## src/include/srw_params.svh

```systemverilog
// Purpose: timing constants for the supervisory reset and watchdog block
// Assumes: oscillator tick counts; 10 MHz system clock
// Notes: definitions only
`ifndef SRW_PARAMS_SVH
`define SRW_PARAMS_SVH
`define SRW_CLK_HZ          10000000
`define SRW_RST_SHORT_MS    50
`define SRW_RST_LONG_MS     200
`define SRW_WD_FAST_MS      100
`define SRW_WD_SLOW_MS      1600
`define SRW_WD_POST_MS      1600
`define SRW_TICK_HZ         1000
`define SRW_TICK_DIV        (`SRW_CLK_HZ / `SRW_TICK_HZ)
`define SRW_CNT_W           12
`define SRW_EXP_RST         1'b1
`define SRW_RSTB_RST        1'b0
`endif

```

## src/include/srw_pkg.sv

```systemverilog
// Purpose: types for the supervisory reset and watchdog block
// Assumes: nothing
// Notes: kick input level encoding
package srw_pkg;
    typedef enum logic [1:0] {SRW_KICK_LOW, SRW_KICK_MID, SRW_KICK_HIGH} srw_kick_t;
    typedef enum {SRW_RUN, SRW_HOLD} srw_state_t;
endpackage

```

## src/include/srw_tick_if.sv

```systemverilog
// Purpose: oscillator tick carrier between timebase and main logic
// Assumes: single clock
// Notes: tick is a one-cycle pulse from the internal divider; an external tick passes as driven
`timescale 1ns/1ps
`default_nettype none
interface srw_tick_if;
    logic tick;
    modport src (output tick);
    modport dst (input tick);
endinterface
`default_nettype wire

```

## src/verilog/srw_timebase.sv

```systemverilog
// Purpose: divides the system clock to oscillator ticks, or passes an external tick through
// Assumes: ext tick input synchronous
// Notes: external oscillator selected when osc_internal_in low
`timescale 1ns/1ps
`default_nettype none
`include "srw_params.svh"
module srw_timebase #(
    parameter int DIV = `SRW_TICK_DIV
) (
    input  wire logic mclk_in,
    input  wire logic rst_b_in,
    input  wire logic osc_internal_in,
    input  wire logic ext_tick_in,
    srw_tick_if.src   tk
);
    logic [23:0] div_ff;
    logic        tick_ff;
    if (DIV < 2 || DIV > (1 << 24))
    begin : g_bad_div
        $error("divider out of range");
    end
    // external ticks pass on every cycle; the divider only paces the internal source
    always_ff @(posedge mclk_in or negedge rst_b_in)
    begin
        if (!rst_b_in)
        begin
            div_ff  <= 24'h00_0000;
            tick_ff <= 1'b0;
        end
        else if (!osc_internal_in)
        begin
            div_ff  <= 24'h00_0000;
            tick_ff <= ext_tick_in;
        end
        else if (div_ff == 24'(DIV - 1))
        begin
            div_ff  <= 24'h00_0000;
            tick_ff <= 1'b1;
        end
        else
        begin
            div_ff  <= div_ff + 24'h00_0001;
            tick_ff <= 1'b0;
        end
    end
    assign tk.tick = tick_ff;
endmodule // srw_timebase
`default_nettype wire

```

## src/verilog/srw_supervisor.sv

```systemverilog
// Purpose: reset, watchdog, power-fail and chip-enable gating logic
// Assumes: comparator results arrive as synchronous digital levels
// Notes: periods counted in 1 ms oscillator ticks
// Contract
// - reset low while supply below threshold or watchdog unserviced
// - hold reset low 50 ms (200 ms long variant) after supply recovers
// - watchdog expiry gives a 50 or 200 ms reset pulse
// - static kick beyond timeout pulses reset and drops expired output
// - every kick transition restarts the watchdog count
// - mid-level kick input disables the watchdog entirely
// - power-fail flag low while sense input below 1.3 V
// - supply below battery forces power-fail flag low
// - gated chip enable follows input when supply good, else high
// - backup-active high while switched supply fed from battery
// - supply-low output follows threshold comparator one clock later
// - higher of main and battery selected; selection reported
// - reset pulse width adjustable through oscillator configuration
// - expired output returns high on next kick transition
// - after any reset use 1.6 s watchdog timeout
// - expired output forced high when supply-low goes low
`timescale 1ns/1ps
`default_nettype none
`include "srw_params.svh"
module srw_supervisor #(
    parameter int RST_TICKS   = `SRW_RST_SHORT_MS,
    parameter int LONG_TICKS  = `SRW_RST_LONG_MS,
    parameter int FAST_TICKS  = `SRW_WD_FAST_MS,
    parameter int SLOW_TICKS  = `SRW_WD_SLOW_MS,
    parameter int POST_TICKS  = `SRW_WD_POST_MS,
    parameter int TICK_DIV    = `SRW_TICK_DIV
) (
    input  wire logic         mclk_in,
    input  wire logic         rst_b_in,
    input  wire logic         supply_low_cmp_in,
    input  wire logic         batt_above_supply_in,
    input  wire logic         pf_sense_low_in,
    input  wire srw_pkg::srw_kick_t watchdog_kick_input_in,
    input  wire logic         chip_en_b_in,
    input  wire logic         long_reset_in,
    input  wire logic         wd_slow_in,
    input  wire logic         osc_internal_in,
    input  wire logic         ext_tick_in,
    output logic              reset_b_out,
    output logic              watchdog_expired_output_b_out,
    output logic              power_fail_flag_output_b_out,
    output logic              chip_en_b_out,
    output logic              backup_active_output_out,
    output logic              low_line_b_out,
    output logic              batt_select_out
);
    localparam int W = `SRW_CNT_W;
    // a zero limit would wrap the last-count compare, so it is refused
    if (LONG_TICKS >= (1 << W) || SLOW_TICKS >= (1 << W) || POST_TICKS >= (1 << W)
        || FAST_TICKS >= (1 << W) || RST_TICKS >= (1 << W) || RST_TICKS < 1
        || LONG_TICKS < 1 || FAST_TICKS < 1 || SLOW_TICKS < 1 || POST_TICKS < 1)
    begin : g_bad_ticks
        $error("tick counts do not fit counter");
    end

    // last count before a limit; shared by hold and watchdog counters
    function automatic logic srw_at_last(input logic [W-1:0] cnt, input logic [W-1:0] lim);
        return cnt >= lim - W'(1);
    endfunction

    srw_tick_if tk ();
    // an external oscillator rescales every period at once
    srw_timebase #(.DIV(TICK_DIV)) u_tb (
        .mclk_in         (mclk_in),
        .rst_b_in        (rst_b_in),
        .osc_internal_in (osc_internal_in),
        .ext_tick_in     (ext_tick_in),
        .tk              (tk)
    );

    srw_pkg::srw_kick_t kick_prev_ff;
    srw_pkg::srw_state_t st_ff;
    logic [W-1:0] hold_ff;
    logic [W-1:0] wd_ff;
    logic         post_ff;
    logic         kick_edge;
    logic         wd_on;
    logic [W-1:0] wd_lim;
    logic [W-1:0] rst_lim;
    logic         wd_fire;

    assign wd_on     = watchdog_kick_input_in != srw_pkg::SRW_KICK_MID;
    assign kick_edge = wd_on && watchdog_kick_input_in != kick_prev_ff;
    assign wd_lim    = post_ff ? W'(POST_TICKS) : (wd_slow_in ? W'(SLOW_TICKS) : W'(FAST_TICKS));
    assign rst_lim   = long_reset_in ? W'(LONG_TICKS) : W'(RST_TICKS);
    assign wd_fire   = st_ff == srw_pkg::SRW_RUN && wd_on && tk.tick
                       && srw_at_last(wd_ff, wd_lim);

    always_ff @(posedge mclk_in or negedge rst_b_in)
    begin
        if (!rst_b_in)
            kick_prev_ff <= srw_pkg::SRW_KICK_MID;
        else
            kick_prev_ff <= watchdog_kick_input_in;
    end

    // reset-hold counter, kept apart from the watchdog count
    always_ff @(posedge mclk_in or negedge rst_b_in)
    begin
        if (!rst_b_in)
        begin
            st_ff   <= srw_pkg::SRW_HOLD;
            hold_ff <= '0;
        end
        else
        begin
            case (st_ff)
                srw_pkg::SRW_RUN:
                begin
                    hold_ff <= '0;
                    if (supply_low_cmp_in || wd_fire)
                        st_ff <= srw_pkg::SRW_HOLD;
                end
                srw_pkg::SRW_HOLD:
                begin
                    if (supply_low_cmp_in)
                        hold_ff <= '0;
                    else if (tk.tick && srw_at_last(hold_ff, rst_lim))
                        st_ff <= srw_pkg::SRW_RUN;
                    else if (tk.tick)
                        hold_ff <= hold_ff + W'(1);
                end
                default: st_ff <= srw_pkg::SRW_HOLD;
            endcase
        end
    end

    // watchdog counter; restarts while reset held so it begins with post timeout
    always_ff @(posedge mclk_in or negedge rst_b_in)
    begin
        if (!rst_b_in)
        begin
            wd_ff   <= '0;
            post_ff <= 1'b1;
        end
        else if (st_ff == srw_pkg::SRW_HOLD)
        begin
            wd_ff   <= '0;
            post_ff <= 1'b1;
        end
        else if (kick_edge || !wd_on)
        begin
            wd_ff   <= '0;
            post_ff <= post_ff && !kick_edge;
        end
        else if (tk.tick && !wd_fire)
            wd_ff <= wd_ff + W'(1);
    end

    always_ff @(posedge mclk_in or negedge rst_b_in)
    begin
        if (!rst_b_in)
            reset_b_out <= `SRW_RSTB_RST;
        else
            reset_b_out <= !(supply_low_cmp_in || wd_fire || st_ff == srw_pkg::SRW_HOLD);
    end

    // expiry flag: fire outranks a same-cycle kick clear so no event is lost; supply-low clears over fire
    always_ff @(posedge mclk_in or negedge rst_b_in)
    begin
        if (!rst_b_in)
            watchdog_expired_output_b_out <= `SRW_EXP_RST;
        else if (supply_low_cmp_in || !wd_on)
            watchdog_expired_output_b_out <= 1'b1;
        else if (wd_fire)
            watchdog_expired_output_b_out <= 1'b0;
        else if (kick_edge)
            watchdog_expired_output_b_out <= 1'b1;
    end

    // comparators are pre-synchronised; one flop keeps outputs registered
    always_ff @(posedge mclk_in or negedge rst_b_in)
    begin
        if (!rst_b_in)
        begin
            power_fail_flag_output_b_out <= 1'b0;
            chip_en_b_out                <= 1'b1;
            backup_active_output_out     <= 1'b0;
            low_line_b_out               <= 1'b0;
            batt_select_out              <= 1'b0;
        end
        else
        begin
            power_fail_flag_output_b_out <= !(pf_sense_low_in || batt_above_supply_in);
            chip_en_b_out                <= supply_low_cmp_in | chip_en_b_in;
            backup_active_output_out     <= batt_above_supply_in;
            low_line_b_out               <= !supply_low_cmp_in;
            batt_select_out              <= batt_above_supply_in;
        end
    end

    // first edge after reset release still shows reset values, hence the past guard
    a_low_line_follow: assert property (@(posedge mclk_in) disable iff (!rst_b_in)
        $past(rst_b_in) |-> low_line_b_out == !$past(supply_low_cmp_in))
        else $error("low line lag");
    a_ce_gate: assert property (@(posedge mclk_in) disable iff (!rst_b_in)
        $past(supply_low_cmp_in) |-> chip_en_b_out)
        else $error("ce not gated");
    a_pf_forced: assert property (@(posedge mclk_in) disable iff (!rst_b_in)
        batt_above_supply_in |=> !power_fail_flag_output_b_out)
        else $error("pf not low");
    a_pf_sense: assert property (@(posedge mclk_in) disable iff (!rst_b_in)
        pf_sense_low_in |=> !power_fail_flag_output_b_out)
        else $error("pf high");
    a_batt_flag: assert property (@(posedge mclk_in) disable iff (!rst_b_in)
        $past(rst_b_in) |-> backup_active_output_out == $past(batt_above_supply_in)
        && batt_select_out == $past(batt_above_supply_in))
        else $error("batt mismatch");
    a_reset_low: assert property (@(posedge mclk_in) disable iff (!rst_b_in)
        supply_low_cmp_in |=> !reset_b_out)
        else $error("reset not low");
    a_exp_supply: assert property (@(posedge mclk_in) disable iff (!rst_b_in)
        supply_low_cmp_in |=> watchdog_expired_output_b_out)
        else $error("expired not high");
    a_wd_fire_rst: assert property (@(posedge mclk_in) disable iff (!rst_b_in)
        wd_fire && !supply_low_cmp_in |=> !reset_b_out && !watchdog_expired_output_b_out)
        else $error("fire lost");
    a_mid_quiet: assert property (@(posedge mclk_in) disable iff (!rst_b_in)
        watchdog_kick_input_in == srw_pkg::SRW_KICK_MID && st_ff == srw_pkg::SRW_RUN
        && !supply_low_cmp_in |=> reset_b_out && watchdog_expired_output_b_out)
        else $error("wd fired disabled");
    a_hold_post: assert property (@(posedge mclk_in) disable iff (!rst_b_in)
        st_ff == srw_pkg::SRW_HOLD |=> post_ff && wd_ff == '0)
        else $error("post lost");
endmodule // srw_supervisor
`default_nettype wire

```

## config.mk

```make
export PLATFORM = sky130hd
export DESIGN_NAME = srw_supervisor
export DESIGN_NICKNAME = d
export VERILOG_FILES = /design/src/include/srw_pkg.sv /design/src/include/srw_tick_if.sv /design/src/verilog/srw_timebase.sv /design/src/verilog/srw_supervisor.sv
export VERILOG_INCLUDE_DIRS = /design/src /design/src/include
export SDC_FILE = /design/constraint.sdc
export NUM_CORES = 1
export LEC_CHECK = 0
export BUFFER_PORTS_ARGS = -buffer_cell sky130_fd_sc_hd__buf_2
export CAP_MARGIN = 10
export CORE_MARGIN = 10
export CORE_UTILIZATION = 40
export CTS_CLUSTER_SIZE = 25
export DETAILED_ROUTE_END_ITERATION = 7
export PLACE_DENSITY = 0.57
export SYNTH_ARGS = -nofsm -noshare
export SYNTH_HDL_FRONTEND = slang
export SYNTH_HIERARCHICAL = 1
export SYNTH_SLANG_ARGS = --single-unit
```

## constraint.sdc

```tcl
create_clock -name mclk_in -period 6.4 [get_ports mclk_in]
set_input_delay 0.32 -clock mclk_in [delete_from_list [all_inputs] [get_ports mclk_in]]
set_output_delay 0.32 -clock mclk_in [all_outputs]
set_load 0.01 [all_outputs]
```

; ---- After elaboration in Yosys (flattened, before gate mapping)
; Cells that the tools add are included.
[totals]
out_inout_bits = 7
register_bits = 90
elab_cells = 80
input_bits = 12
[classes]
n_mux = 23
bitwise_logic = 1
n_lt_le_gt_ge = 2
eq_ne = 10
n_reduce_logical = 26
addsub = 5
[op_table]
columns = op, count
row1 = two-way mux 32 bit, 3
row2 = two-way mux 12 bit, 6
row3 = logical NOT 32 bit, 2
row4 = case mux 32 bit (2 select lines), 1
row5 = two-way mux 24 bit, 2
row6 = == test 32 x 1 -> 1 bit (second input constant), 1
row7 = == test 32 x 2 -> 1 bit (second input constant), 1
row8 = adder 12 x 1 -> 12 bit (second input constant), 2
row9 = adder 24 x 1 -> 24 bit (second input constant), 1
row10 = == test 24 x 14 -> 1 bit (second input constant), 1
row11 = greater-or-equal comparator 12 bit, 2
row12 = case mux 12 bit (2 select lines), 1
row13 = two-way mux 11 bit, 2
row14 = subtractor 11 x 1 -> 12 bit (second input constant), 1
row15 = subtractor 8 x 1 -> 9 bit (second input constant), 1
row16 = two-way mux 8 bit, 1
row17 = logical AND 1 bit, 7
row18 = two-way mux 1 bit, 7
row19 = logical NOT 1 bit, 6
row20 = inequality test 2 bit (second input constant), 3
row21 = AND reduction 3 bit, 2
row22 = nonzero test 3 bit, 2
row23 = logical OR 1 bit, 5
row24 = nonzero test 2 bit, 2
row25 = other kinds (5), 5

; ---- Longest topological paths before layout
[logic_depth]
depth_word = 10
mapped_depth = 9
ltp_nobuf = 8

; ---- Cells and area by module
; The synthesis kept the hierarchy.
[modules_own_cells]
columns = module, n_inst, area_each_um2, cells_per_inst, seq_area_each_um2
row1 = srw_supervisor, 1, 1880.6, 190, 857.1
row2 = srw_timebase, 1, 1312.5, 133, 625.6

; ---- Worst setup path after synthesis
; No wires, ideal clock.
[synth_timing]
path_type = flip-flop to flip-flop
start = register post_ff
end = register wd_ff[9]
n_path_buf = 0
t_arrival_ns = 2.454
path_stages_with_launch = 8
required_ns = 6.323
setup_ns = 0.077
path_slack_ns = 3.869
path_cell_list = dfstp_2 > or2_2 > ha_1 > a311oi_2 > o221ai_2 > or3_4 > or4_1 > a21oi_1
[synth_via]
elab_chain_cells = 7
[synth_lines]
columns = item, line
row1 = from (decl), srw_supervisor.sv:79  ; logic post_ff;
row2 = from (signal assigned), srw_supervisor.sv:148  ; post_ff <= post_ff && !kick_edge;
row3 = two-way mux 11 bit, srw_supervisor.sv:88  ; assign wd_lim = post_ff ? W'(POST_TICKS) : (wd_slow_in ? W'(SLOW_TICKS) : W'(FAST_TICKS));
row4 = subtractor 11 x 1 -> 12 bit, srw_supervisor.sv:62  ; return cnt >= lim - W'(1);
row5 = greater-or-equal comparator 12 bit, srw_supervisor.sv:62
row6 = logical AND 1 bit, srw_supervisor.sv:91  ; && srw_at_last(wd_ff, wd_lim);
row7 = logical NOT 1 bit, srw_supervisor.sv:150  ; else if (tk.tick && !wd_fire)
row8 = logical AND 1 bit, srw_supervisor.sv:150
row9 = nonzero test 3 bit (no source line), -
row10 = to (signal assigned), srw_supervisor.sv:151  ; wd_ff <= wd_ff + W'(1);
row11 = to (decl), srw_supervisor.sv:78  ; logic [W-1:0] wd_ff;
; Every way passes these cells.
; A chain may end at the register's enable or synchronous reset.

; ---- Worst setup path after layout
[layout_timing]
start = register post_ff
end = register wd_ff[8]
; The elaborated chain is that of the path after synthesis.

==> metrics.txt <==
vias per cell 5.36; Sinks on Clock Net 59; gpl congestion 0.848; most used cell, CP a21oi_1; sequential share of power 50.8%; Hold Path Class input port to flip-flop; CTS tree yes; Clock Path Buffers 2; Slew @ Worst Pin 0.761 ns; Max Fclk 363 MHz; R2R depth 8; P_int 568 uW; reg2reg end wd_ff[8]$_DFFE_PN0P_; area grow syn2layout 11.4%; num ports 19; antenna violations before repair 0; Worst Path Max Fanout 14; HP Start batt_above_supply_in; final core occ 46.0%; synth warn 6; Fin. Hold Viols 0; routed via count 2412; # nets final 366; CP endpoint kind flip-flop; GRT Total Usage 12.0%; drc violations 0; area of the core 0.00773 mm2; status completed; cells along the critical path or2_2 > inv_1 > ha_1 > a21oi_1 > a2111oi_4 > or3_4 > or4_1 > a21oi_1; CTS hold repair buffers 0; vias in the first global route 2416; sequential-to-total area share from yosys stat 46.4%; Worst EP required 6.67 ns; hold path depth 1; slowest library cell on the worst path dfstp_2; num rows 32; Worst Hold Path EP batt_select_out$_DFF_PN0_; Switching Power 186 uW; Avg Inst Size Synth 9.89 um2; crit path DAT 3.02 ns; Root Driver clkbuf_8; CTS Buf Count 9; CP max stage delay 0.55 ns; met2 WL 2960 um; ANT cells 0; PwrDens 212 mW/mm2; leakage 0.00148 uW; post-DR wirelength/cell 14.5 um; Comb pwr share 4.6%; placed wire-length estimate 4520 um; Pins Over Slew Limit 0; CTS H-Tree Depth 3; CP delay by family, top simple AND/OR/NAND/NOR gates; initial drt markers 92; global-route wire length before repair 11500 um; Post-Route M1 WL 3240 um; R2R Setup Slk 3.65 ns; mapped cell area 0.00319 mm2; die area 0.0120 mm2; Synth Register Bits 59; RSZ-0062 raised after global routing no; Clk pwr share 44.6%; layout cell share with drive strength beyond 1 17.2%; post-synth cell types 54; Fill cells 740; synthesized instance count 323; Initial Utilization 41.3%; Final Cycle Share 43.0%; VDD IR max 0.108 mV; Syn Nets 346; setup TNS 0 ns; max_slew headroom 49.3%; highest routed layer met4; critical path type flip-flop to flip-flop; clock skew 0.00742 ns; port bufs 18; routed wire length 6510 um; clock slew at reported path FFs 0.08 ns; CTS resizes 0; clk_lat worst skew 0.34 ns; element type at the critical path start flip-flop; worst flop-to-flop path startpoint post_ff$_DFFE_PN1P_; DR WL met3 200 um; setup violators final 0; switch share 24.7%; Buf/Inv on CP 1; Die Ht 109 um; Die Wd 109 um; DR pass1 iterations 4; Routed Antenna Nets 0; postcts setup bufs 0; min Tclk post-route 2.75 ns; GR Overflow Total 0; Max Cap Viol 0; largest net degree at the start of global routing 60
flip-flops by register name (all words and copies together), names as in the netlist:
signal and count:
batt_select_out 1, chip_en_b_out 1, hold_ff 12, kick_prev_ff 2, low_line_b_out 1, post_ff 1, power_fail_flag_output_b_out 1, reset_b_out 1
st_ff 1, u_tb/div_ff 24, u_tb/tk.tick 1, watchdog_expired_output_b_out 1, wd_ff 12
power groups by stage:
stage	clock network [uW]	logic, uW	registers [uW]
global route	367	40.4	384
floorplan	0	17.5	389
finish	336	34.9	383
CTS	347	36.1	383
global placement	0	35.7	390
detailed placement	0	35.8	390
per-layer routing:
| layer | vias to the layer above | global-route usage, % |
|---|---|---|
| met5 | - | 0 |
| li1 | 1222 | - |
| met3 | 10 | 2.87 |
| met2 | 28 | 18.2 |
| met1 | 1152 | 15.7 |
| met4 | 0 | 6.23 |
synthesized netlist by cell type, drive strengths merged:
cell / instances / area (um2)
nand2b: 2 / 12.5
o31ai: 3 / 22.5
nor2b: 1 / 6.26
or3: 8 / 55.1
nand4: 14 / 109
dfrtp: 54 / 1350
a31o: 3 / 26.3
a311o: 1 / 10.0
xor2: 7 / 61.3
a311oi: 2 / 23.8
clkbuf: 4 / 16.3
o21ai: 9 / 45.0
nor4: 15 / 100
o21a: 1 / 7.51
a21boi: 1 / 7.51
mux2i: 4 / 40.0
dfstp: 5 / 131
a211oi: 2 / 15.0
a2111oi: 1 / 27.5
nor2: 34 / 128
and2: 6 / 37.5
nor4b: 2 / 17.5
ha: 11 / 138
xnor2: 16 / 140
o211ai: 3 / 22.5
o221ai: 1 / 15.0
inv: 13 / 48.8
nand3: 14 / 75.1
and4: 3 / 26.3
a21o: 1 / 7.51
o41ai: 1 / 16.3
nor3: 9 / 45.0
a2bb2oi: 1 / 8.76
or4: 7 / 56.3
a21oi: 21 / 116
nand3b: 1 / 7.51
and3: 4 / 25.0
nand2: 24 / 90.1
mux2: 1 / 11.3
a31oi: 3 / 18.8
buf: 7 / 55.1
or2: 3 / 18.8
cells by family after synthesis:
| logic type | synth area share, % |
|---|---|
| xor gates and xnor gates | 6.31 |
| adders and majority gates | 4.31 |
| DFF | 46.4 |
| and+or+nand+nor | 25.4 |
| muxes | 1.61 |
| buffers and inverters | 3.76 |
| AOI/OAI and AO/OA | 12.2 |
worst max path at each step:
stage                         from                    to  slack (ns)  cells past startpoint
2_1_floorplan  post_ff$_DFFE_PN1P_  wd_ff[9]$_DFFE_PN0P_        3.87                      7
3_3_place_gp            wd_slow_in  wd_ff[8]$_DFFE_PN0P_        3.65                      8
3_5_place_dp            wd_slow_in  wd_ff[9]$_DFFE_PN0P_        3.57                      8
4_1_cts        post_ff$_DFFE_PN1P_  wd_ff[8]$_DFFE_PN0P_        3.64                      8
5_1_grt        post_ff$_DFFE_PN1P_  wd_ff[8]$_DFFE_PN0P_        3.50                      8
6_report       post_ff$_DFFE_PN1P_  wd_ff[8]$_DFFE_PN0P_        3.65                      8
final cells by class:
type	instances	area (um2)	area share [%]
clock buffer	9	124	3.48
clock inverter	7	68.8	1.93
inverter	13	48.8	1.37
multi-input combinational	240	1600	45.0
sequential	59	1480	41.7
tap	102	128	3.59
timing repair buffer	20	105	2.95
cells in the final DEF, fill, tap and decap left out, types with 11 or more instances in the layout:
cell     synthesis  final
nor2_1          34     34
xnor2_1         16     16
nor4_1          14     14
nand3_1         13     13
inv_1           13     13
a21oi_1         18     18
nand4_1         12     12
ha_1            11     11
nand2_1         24     24
dfrtp_1         54     54
buf_2            2     18
stage by stage:
step / worst slack (ns) / hold slack [ns] / total power, uW / std cells / area (um2)
final: 3.65 / 0.104 / 753 / 450 / 3560
after global routing: 3.50 / 0.0864 / 791 / 450 / 3560
after CTS: 3.64 / 0.0870 / 766 / 450 / 3560
after detailed placement: 3.57 / 0.443 / 426 / 434 / 3370
after global placement: 3.65 / 0.441 / 425 / 434 / 3370
after floorplan: 3.87 / 0.0244 / 407 / 323 / 3190
Note: power is estimated with default switching activity, not from simulation.
